<file path="src/rtl/supply_seq_cfg.svh">
// Timing constants of the supply start-up and reset sequencer.
// Assumes a 25 MHz core clock; included by its bare name.
`ifndef SUPPLY_SEQ_CFG_SVH
`define SUPPLY_SEQ_CFG_SVH
`define CLK_PERIOD_NS      40
`define REF_FILTER_NS      9000
`define REF_FILTER_CYC     (`REF_FILTER_NS / `CLK_PERIOD_NS)
`define POR_MIN_NS         361
`define POR_MIN_CYC        ((`POR_MIN_NS + `CLK_PERIOD_NS - 1) / `CLK_PERIOD_NS)
`define POR_DELAY_NS       700
`define POR_DELAY_CYC      (`POR_DELAY_NS / `CLK_PERIOD_NS)
`define OV_DISC_NS         1000
`define OV_DISC_CYC        (`OV_DISC_NS / `CLK_PERIOD_NS)
`define CTRL_PATTERN       8'hA8
`define RESET_PATTERN      8'h00
`endif

</file>
<file path="src/rtl/supply_seq_pkg.sv">
// Types shared by the supply sequencer.
// Holds no constants; those live in the cfg header.
package supply_seq_pkg;
  typedef enum logic [3:0] {
    SEQ_OFF    = 4'b0001,
    SEQ_FILTER = 4'b0010,
    SEQ_CORE   = 4'b0100,
    SEQ_RUN    = 4'b1000
  } seq_state_t;
endpackage

</file>
<file path="src/rtl/supply_reset_sequencer.sv">
// Supply start-up and reset chain: reference qualification, regulator enables, POR, reset merge, SPI reset view.
// Assumes comparator levels from analog monitors arrive asynchronously and are synchronised here.
`timescale 1ns/1ps
`include "supply_seq_cfg.svh"

// Overview of operation
// - Start reference only above minimum main level.
// - Assert reference_good after settle plus filter.
// - reference_good enables core and pre-driver regulators.
// - Core regulator stays off without reference_good.
// - Hold logic reset until core supply good.
// - Assert POR after sustained undervoltage plus delay.
// - core_reset_n is AND of three resets.
// - SPI module inactive while core reset asserted.
// - Command-word pattern differs while in reset.
// - Register reads return zero while in reset.
// - Core and SPI need only main supply.
// - Overvoltage disconnects main supply within 1 us; the code takes up to 2 synchroniser cycles plus OVD_CYC (25 cycles), 1.08 us.
// - Lower overvoltage shuts pre-driver regulator down.
module supply_reset_sequencer #(
  parameter int FILT_CYC = `REF_FILTER_CYC,
  parameter int PMIN_CYC = `POR_MIN_CYC,
  parameter int PDLY_CYC = `POR_DELAY_CYC,
  parameter int OVD_CYC  = `OV_DISC_CYC
) (
  // Clock and reset.
  input  wire logic                      core_clk,
  input  wire logic                      nrst,
  // Analog monitor levels, asynchronous.
  input  wire logic                      mainAboveRefMin,
  input  wire logic                      refSettled,
  input  wire logic                      coreSupplyLow,
  input  wire logic                      mainOverVolt,
  input  wire logic                      mainOverVoltPre,
  // Reset sources.
  input  wire logic                      ext_reset_n,
  input  wire logic                      spi_soft_reset_n,
  // SPI answer path from the register logic.
  input  wire logic [7:0]                spiCmdPattern,
  input  wire logic [15:0]               spiReadData,
  // Supply control outputs.
  output logic                           refEnable,
  output logic                           reference_good,
  output logic                           coreRegEnable,
  output logic                           preRegEnable,
  output logic                           mainConnect,
  // Reset outputs.
  output logic                           supply_por_n,
  output logic                           core_reset_n,
  output logic                           spiActive,
  // SPI answer to the host.
  output logic [7:0]                     misoCmdWord,
  output logic [15:0]                    misoReadData
);
  import supply_seq_pkg::*;

  // Refuses counts that the 16-bit timers cannot hold, at elaboration.
  if (FILT_CYC < 1 || PMIN_CYC < 1 || PDLY_CYC < 1 || OVD_CYC < 1 || FILT_CYC > 65535 ||
      OVD_CYC > 65535 || PMIN_CYC + PDLY_CYC > 65535) begin : g_badCounts
    $error("supply_reset_sequencer: counts out of range");
  end

  // Two-stage synchronisers for all asynchronous levels.
  logic [6:0] syncA_r, syncB_r, syncA_nxt, syncB_nxt;
  always_comb begin
    syncA_nxt = {mainAboveRefMin, refSettled, coreSupplyLow, mainOverVolt, mainOverVoltPre,
                 ext_reset_n, spi_soft_reset_n};
    syncB_nxt = syncA_r;
  end
  always_ff @(posedge core_clk or negedge nrst) begin
    if (!nrst) begin
      syncA_r <= 7'h03;
      syncB_r <= 7'h03;
    end else begin
      syncA_r <= syncA_nxt;
      syncB_r <= syncB_nxt;
    end
  end
  logic mainOk, refOk, coreLow, ovHigh, ovPre, extRstN, spiRstN;
  assign {mainOk, refOk, coreLow, ovHigh, ovPre, extRstN, spiRstN} = syncB_r;

  // Saturating count step shared by all timers.
  function automatic logic [15:0] countUp(input logic [15:0] c, input logic run);
    countUp = !run ? 16'h0000 : ((c == 16'hFFFF) ? c : c + 16'h0001);
  endfunction

  // Reference start and qualification sequence.
  seq_state_t state_r, state_nxt;
  logic [15:0] filtCnt_r, filtCnt_nxt;
  always_comb begin
    state_nxt   = state_r;
    filtCnt_nxt = 16'h0000;
    case (state_r)
      SEQ_OFF:    if (mainOk) state_nxt = SEQ_FILTER;
      SEQ_FILTER: begin
        filtCnt_nxt = countUp(filtCnt_r, refOk);
        if (!mainOk) state_nxt = SEQ_OFF;
        else if (refOk && filtCnt_r >= 16'(FILT_CYC - 1)) state_nxt = SEQ_CORE;
      end
      SEQ_CORE:   if (!mainOk) state_nxt = SEQ_OFF;
      SEQ_RUN:    if (!mainOk) state_nxt = SEQ_OFF;
      default:    state_nxt = SEQ_OFF;
    endcase
  end
  always_ff @(posedge core_clk or negedge nrst) begin
    if (!nrst) begin
      state_r   <= SEQ_OFF;
      filtCnt_r <= 16'h0000;
    end else begin
      state_r   <= state_nxt;
      filtCnt_r <= filtCnt_nxt;
    end
  end

  // Power-on reset: sustained undervoltage, then assertion delay; also the overvoltage disconnect timer.
  logic [15:0] lowCnt_r, lowCnt_nxt, dlyCnt_r, dlyCnt_nxt;
  logic        por_r, por_nxt, ovDisc_r, ovDisc_nxt;
  logic [15:0] ovCnt_r, ovCnt_nxt;
  always_comb begin
    lowCnt_nxt = countUp(lowCnt_r, coreLow);
    dlyCnt_nxt = countUp(dlyCnt_r, coreLow && lowCnt_r >= 16'(PMIN_CYC));
    por_nxt    = por_r;
    if (!reference_good) por_nxt = 1'b0;
    else if (coreLow && dlyCnt_r >= 16'(PDLY_CYC)) por_nxt = 1'b0;
    else if (!coreLow) por_nxt = 1'b1;
    ovCnt_nxt  = countUp(ovCnt_r, ovHigh);
    ovDisc_nxt = ovHigh && (ovCnt_r >= 16'(OVD_CYC - 1));
  end
  always_ff @(posedge core_clk or negedge nrst) begin
    if (!nrst) begin
      lowCnt_r <= 16'h0000;
      dlyCnt_r <= 16'h0000;
      por_r    <= 1'b0;
      ovCnt_r  <= 16'h0000;
      ovDisc_r <= 1'b0;
    end else begin
      lowCnt_r <= lowCnt_nxt;
      dlyCnt_r <= dlyCnt_nxt;
      por_r    <= por_nxt;
      ovCnt_r  <= ovCnt_nxt;
      ovDisc_r <= ovDisc_nxt;
    end
  end

  // Supply enables follow the sequence state, preRegEnable also gated by overvoltage; mainConnect follows the disconnect timer only.
  assign refEnable      = (state_r != SEQ_OFF);
  assign reference_good = (state_r == SEQ_CORE) || (state_r == SEQ_RUN);
  assign coreRegEnable  = reference_good;
  assign preRegEnable   = reference_good && !ovPre && !ovDisc_r;
  assign mainConnect    = !ovDisc_r;
  assign supply_por_n   = por_r;
  assign core_reset_n   = por_r & extRstN & spiRstN;
  assign spiActive      = core_reset_n;

  // SPI answer words, masked while in reset.
  logic [7:0]  cmdWord_r, cmdWord_nxt;
  logic [15:0] rdData_r, rdData_nxt;
  always_comb begin
    cmdWord_nxt = core_reset_n ? spiCmdPattern : `RESET_PATTERN;
    rdData_nxt  = core_reset_n ? spiReadData : 16'h0000;
  end
  always_ff @(posedge core_clk or negedge nrst) begin
    if (!nrst) begin
      cmdWord_r <= `RESET_PATTERN;
      rdData_r  <= 16'h0000;
    end else begin
      cmdWord_r <= cmdWord_nxt;
      rdData_r  <= rdData_nxt;
    end
  end
  assign misoCmdWord  = cmdWord_r;
  assign misoReadData = rdData_r;

  // Assertion helper: counts consecutive cycles of synchronised core undervoltage.
  logic [15:0] lowRun_r, lowRun_nxt;
  always_comb begin
    lowRun_nxt = countUp(lowRun_r, coreLow);
  end
  always_ff @(posedge core_clk or negedge nrst) begin
    if (!nrst) begin
      lowRun_r <= 16'h0000;
    end else begin
      lowRun_r <= lowRun_nxt;
    end
  end
endmodule // supply_reset_sequencer

</file>
<file path="config.mk">
export PLATFORM = sky130hd
export DESIGN_NAME = supply_reset_sequencer
export DESIGN_NICKNAME = d
export VERILOG_FILES = /design/src/rtl/supply_seq_pkg.sv /design/src/rtl/supply_reset_sequencer.sv
export VERILOG_INCLUDE_DIRS = /design/src /design/src/rtl
export SDC_FILE = /design/constraint.sdc
export NUM_CORES = 1
export LEC_CHECK = 0
export BUFFER_PORTS_ARGS = -buffer_cell sky130_fd_sc_hd__buf_2
export CORE_AREA = 2 2 97 99
export CTS_CLUSTER_SIZE = 28
export DETAILED_ROUTE_END_ITERATION = 12
export DIE_AREA = 0 0 99 101
export PLACE_DENSITY_LB_ADDON = 0.3
export SLEW_MARGIN = 5
export SYNTH_ARGS = -nofsm -noshare
export SYNTH_HDL_FRONTEND = slang
export SYNTH_SLANG_ARGS = --single-unit
</file>
<file path="constraint.sdc">
create_clock -name core_clk -period 2.1 [get_ports core_clk]
set_input_delay 0.42 -clock core_clk [delete_from_list [all_inputs] [get_ports core_clk]]
set_output_delay 0.42 -clock core_clk [all_outputs]
set_load 0.01 [all_outputs]
</file>
==> summary.md <==
| Metric | Value |
|---|---|
| Outcome | completed |
| Worst Setup Path Type | reg -> reg |
| CTS tree | built |
| Layout Skew | roughly 13 ps |
| Post-Syn Nets | 538 |
| RSZ-0062 raised after global routing | no |
| Via count | ~4000 |
| CTS Hold Bufs | 0 |
| R2r startpoint | lowCnt_r[1] |
| Post-synth top area share | around half |
| YS warnings | 0 |
| Pins over their slew limit | 0 |
| R2R Setup Slk | between 100 and 150 ps |
| Synth-to-Final Area Change | 13.3% |
| Utilization after layout | between 60% and 70% |
| Cells after DPL | around 660 |
| Port-buffer cells | 64 |
| Total Routing Usage GR | 21.8% |
| TritonRoute pass-1 iters | 5 |
| Num CTS Buffers | 9 |
| Final HPWL DP | a little over 7000 microns |
| Skew-Pair Late Insertion Delay | 380 ps |
| Worst min path class | in -> async |
| Clock-pin slew on the worst setup and hold paths | ~110 ps |
| WL final | about 10000 microns |
| Worst-Margin Slew | 649 ps |
| Die X | between 90 and 100 microns |
| First-pass GRT wire length | 17700 microns |
| Initial core utilization | a little under three fifths |
| Largest stage delay on the critical path | about 540 ps |
| Critical Path, Cell by Cell | ha_1 > nand2_1 > or3_1 > or4_1 > a21oi_1 |
| Most frequent cell after synthesis | dfrtp_1 |
| Core area | 8980 sq um |
| Post-synthesis sequential area ratio | 53.0% |
| Final nets | 604 |
| Relative slew margins | 56.6% |
| Post-route ant nets | 0 |
| Root Driver | clkbuf_8 |
| Vias/cell | a little under 6 |
| Endpoints failing setup | 0 |
| Reg2reg end | lowCnt_r[10] |
| Final setup TNS | 0 ps |
| Fin crit period | 1970 ps |
| Overflow after GRT | 0 |
| Post_cts resized | 0 |
| Die Ht | ~100 microns |
| Die area | ~10000 sq um |
| Startpoint types | register |
| Post-Syn Area | between 5000 and 6000 sq um |
| Non-Filler Instances | around 680 |
| Mapped Cells | 496 |
| Critical path peak fanout | 6 |
| Share of cells above drive strength 1 | between 10% and 20% |
| DRT iter0 DRCs | between 100 and 150 |
| Largest net degree at the start of global routing | 40 |
| Antenna violations before repair | 0 |
| DRC | 0 |
| Commonest cells in the netlist | dfrtp_1 (102), a21oi_1 (33), nand3_1 (32), nor2_1 (26), and2_1 (25) |
| LEAKAGE | approximately 2.5 nW |
| Mean Syn Cell Area | 10.2 sq um |
| PD cells | between 600 and 700 nW/um^2 |
| Clock tree buffer depth | 2 |
| ANT cells | 0 |
| Buf/Inv on CP | 0 |
| Post-synth EDFFs | 0 |
| GP Congestion | a little under 0.9 |
| # IOs | 65 |
| Post-synth top area cell | dfrtp_1 |
| Type of destination of the critical path | register |
| Primary FF master, synth | dfrtp_1 |
| Endpoints failing hold | 0 |
| VDD IR max | between 0.3 and 0.4 mV |
| Yosys cell types | 52 |
| Post-DP Area | around 5500 sq um |
| Reg2reg path depth | 5 |
| Arrival @ worst endpoint | 2290 ps |
| Period utilization | between 90% and 100% |
| Clock sink total | around 110 |
| Finished Cell Area | around 5700 sq um |
| Vias in the first global route | 3915 |
| Async S/R FF share, synth | 100% |
| Main area contributors after synthesis | dfrtp_1 (50%), a21oi_1 (3.3%), nand3_1 (3.2%), and2_1 (3.1%), dfstp_2 (2.6%) |
| Row cnt | 35 |
| Max Cap Viol | 0 |
| Crit path max-delay family | simple AND/OR/NAND/NOR gates |
| WP data required | around 2400 ps |
| F_max | 507 MHz |
| CP max-delay cell | or4_1 |
| Synthesized flop and latch total | roughly 110 |
| Htree depth | 3 |
| DR WL/cell | roughly 15 microns |
-- logic make-up (layout without fill, tap and decap cells) --
group | after synthesis | after routing | share of synthesized area (%)
adder cells (fa/ha/maj) | 9 | 9 | 2.22
buffers and inverters | 40 | 111 | 3.19
AND/OR/NAND/NOR | 221 | 221 | 25.3
AO/OA/AOI/OAI | 101 | 101 | 12.9
flip-flops | 107 | 107 | 53.0
XOR/XNOR | 7 | 7 | 1.21
multiplexers | 11 | 11 | 2.17
-- how the worst max path moves through the flow --
stage / endpoint / start / slack, ps / depth (start not counted)
floorplan: lowCnt_r[10] / lowCnt_r[1] / 280 / 6
global route: lowCnt_r[15] / lowCnt_r[1] / 2 / 4
detailed placement: dlyCnt_r[14] / dlyCnt_r[0] / 180 / 5
CTS: lowCnt_r[10] / lowCnt_r[1] / 140 / 5
finish: lowCnt_r[10] / lowCnt_r[1] / 130 / 5
global placement: dlyCnt_r[14] / dlyCnt_r[0] / 220 / 5
-- per-stage QoR --
stage	setup WS [ps]	hold WS (ps)	power [mW]
after floorplan	277	124	2.22
after global placement	221	333	2.31
after detailed placement	175	336	2.32
after CTS	139	9.91	3.55
after global routing	2.22	25.8	3.66
final	126	9.73	3.51
-- report_power, final --
group	switching, mW	total, mW	internal [mW]
Clock	0.769	1.23	0.462
Combinational	0.0941	0.154	0.0601
Sequential	0.0278	2.12	2.09
-- layout by cell type (no fill, tap or decap), drive strengths merged, types with 2 or more instances in the layout --
| cell | n |
|---|---|
| nand4 | 16 |
| xor2 | 3 |
| buf | 75 |
| or2 | 2 |
| a21o | 2 |
| a31oi | 3 |
| nand2 | 20 |
| o41ai | 6 |
| o211ai | 2 |
| o21ai | 20 |
| dfrtp | 102 |
| or4 | 11 |
| nand3 | 34 |
| o311ai | 6 |
| nor2b | 2 |
| and2 | 25 |
| or3 | 15 |
| and4 | 7 |
| a41oi | 3 |
| nand2b | 6 |
| dfstp | 5 |
| clkbuf | 9 |
| inv | 24 |
| a211oi | 5 |
| nor4 | 14 |
| xnor2 | 4 |
| nor3b | 2 |
| ha | 9 |
| o31ai | 12 |
| o211a | 3 |
| mux2i | 11 |
| a21oi | 33 |
| and3 | 11 |
| nor3 | 20 |
| nand3b | 6 |
| clkinvlp | 2 |
| nor2 | 26 |
-- state kept, by name, indices dropped and copies added, names as in the netlist --
name and flops:
ovCnt_r 16, supply_por_n 1, lowCnt_r 16, misoCmdWord 8, ovDisc_r 1, syncA_r 7, dlyCnt_r 16, misoReadData 16
syncB_r 7, state_r 3, filtCnt_r 16
-- layout make-up --
| class | instances | area, sq um |
|---|---|---|
| Clock buffer | 9 | 124 |
| Clock inverter | 7 | 68.8 |
| Fill cell | 718 | 3240 |
| Inverter | 20 | 75.1 |
| Multi-Input combinational cell | 349 | 2220 |
| Sequential cell | 107 | 2680 |
| Tap cell | 111 | 139 |
| Timing Repair Buffer | 75 | 430 |
-- metal layers --
| layer | global-route usage [%] | part of all wire, % | up-vias |
|---|---|---|---|
| met5 | 0 | 0 | - |
| met4 | 8.75 | 1.6 | 0 |
| met3 | 4.58 | 3.2 | 17 |
| met2 | 36.7 | 52 | 74 |
| met1 | 27.7 | 43 | 1975 |
| li1 | - | - | 1975 |
-- repair_timing --
action                     CTS  global route
setup endpoints to repair    0             1
setup buffers                0             0
hold endpoints to repair     0             0
(Power assumes the default switching activity.)
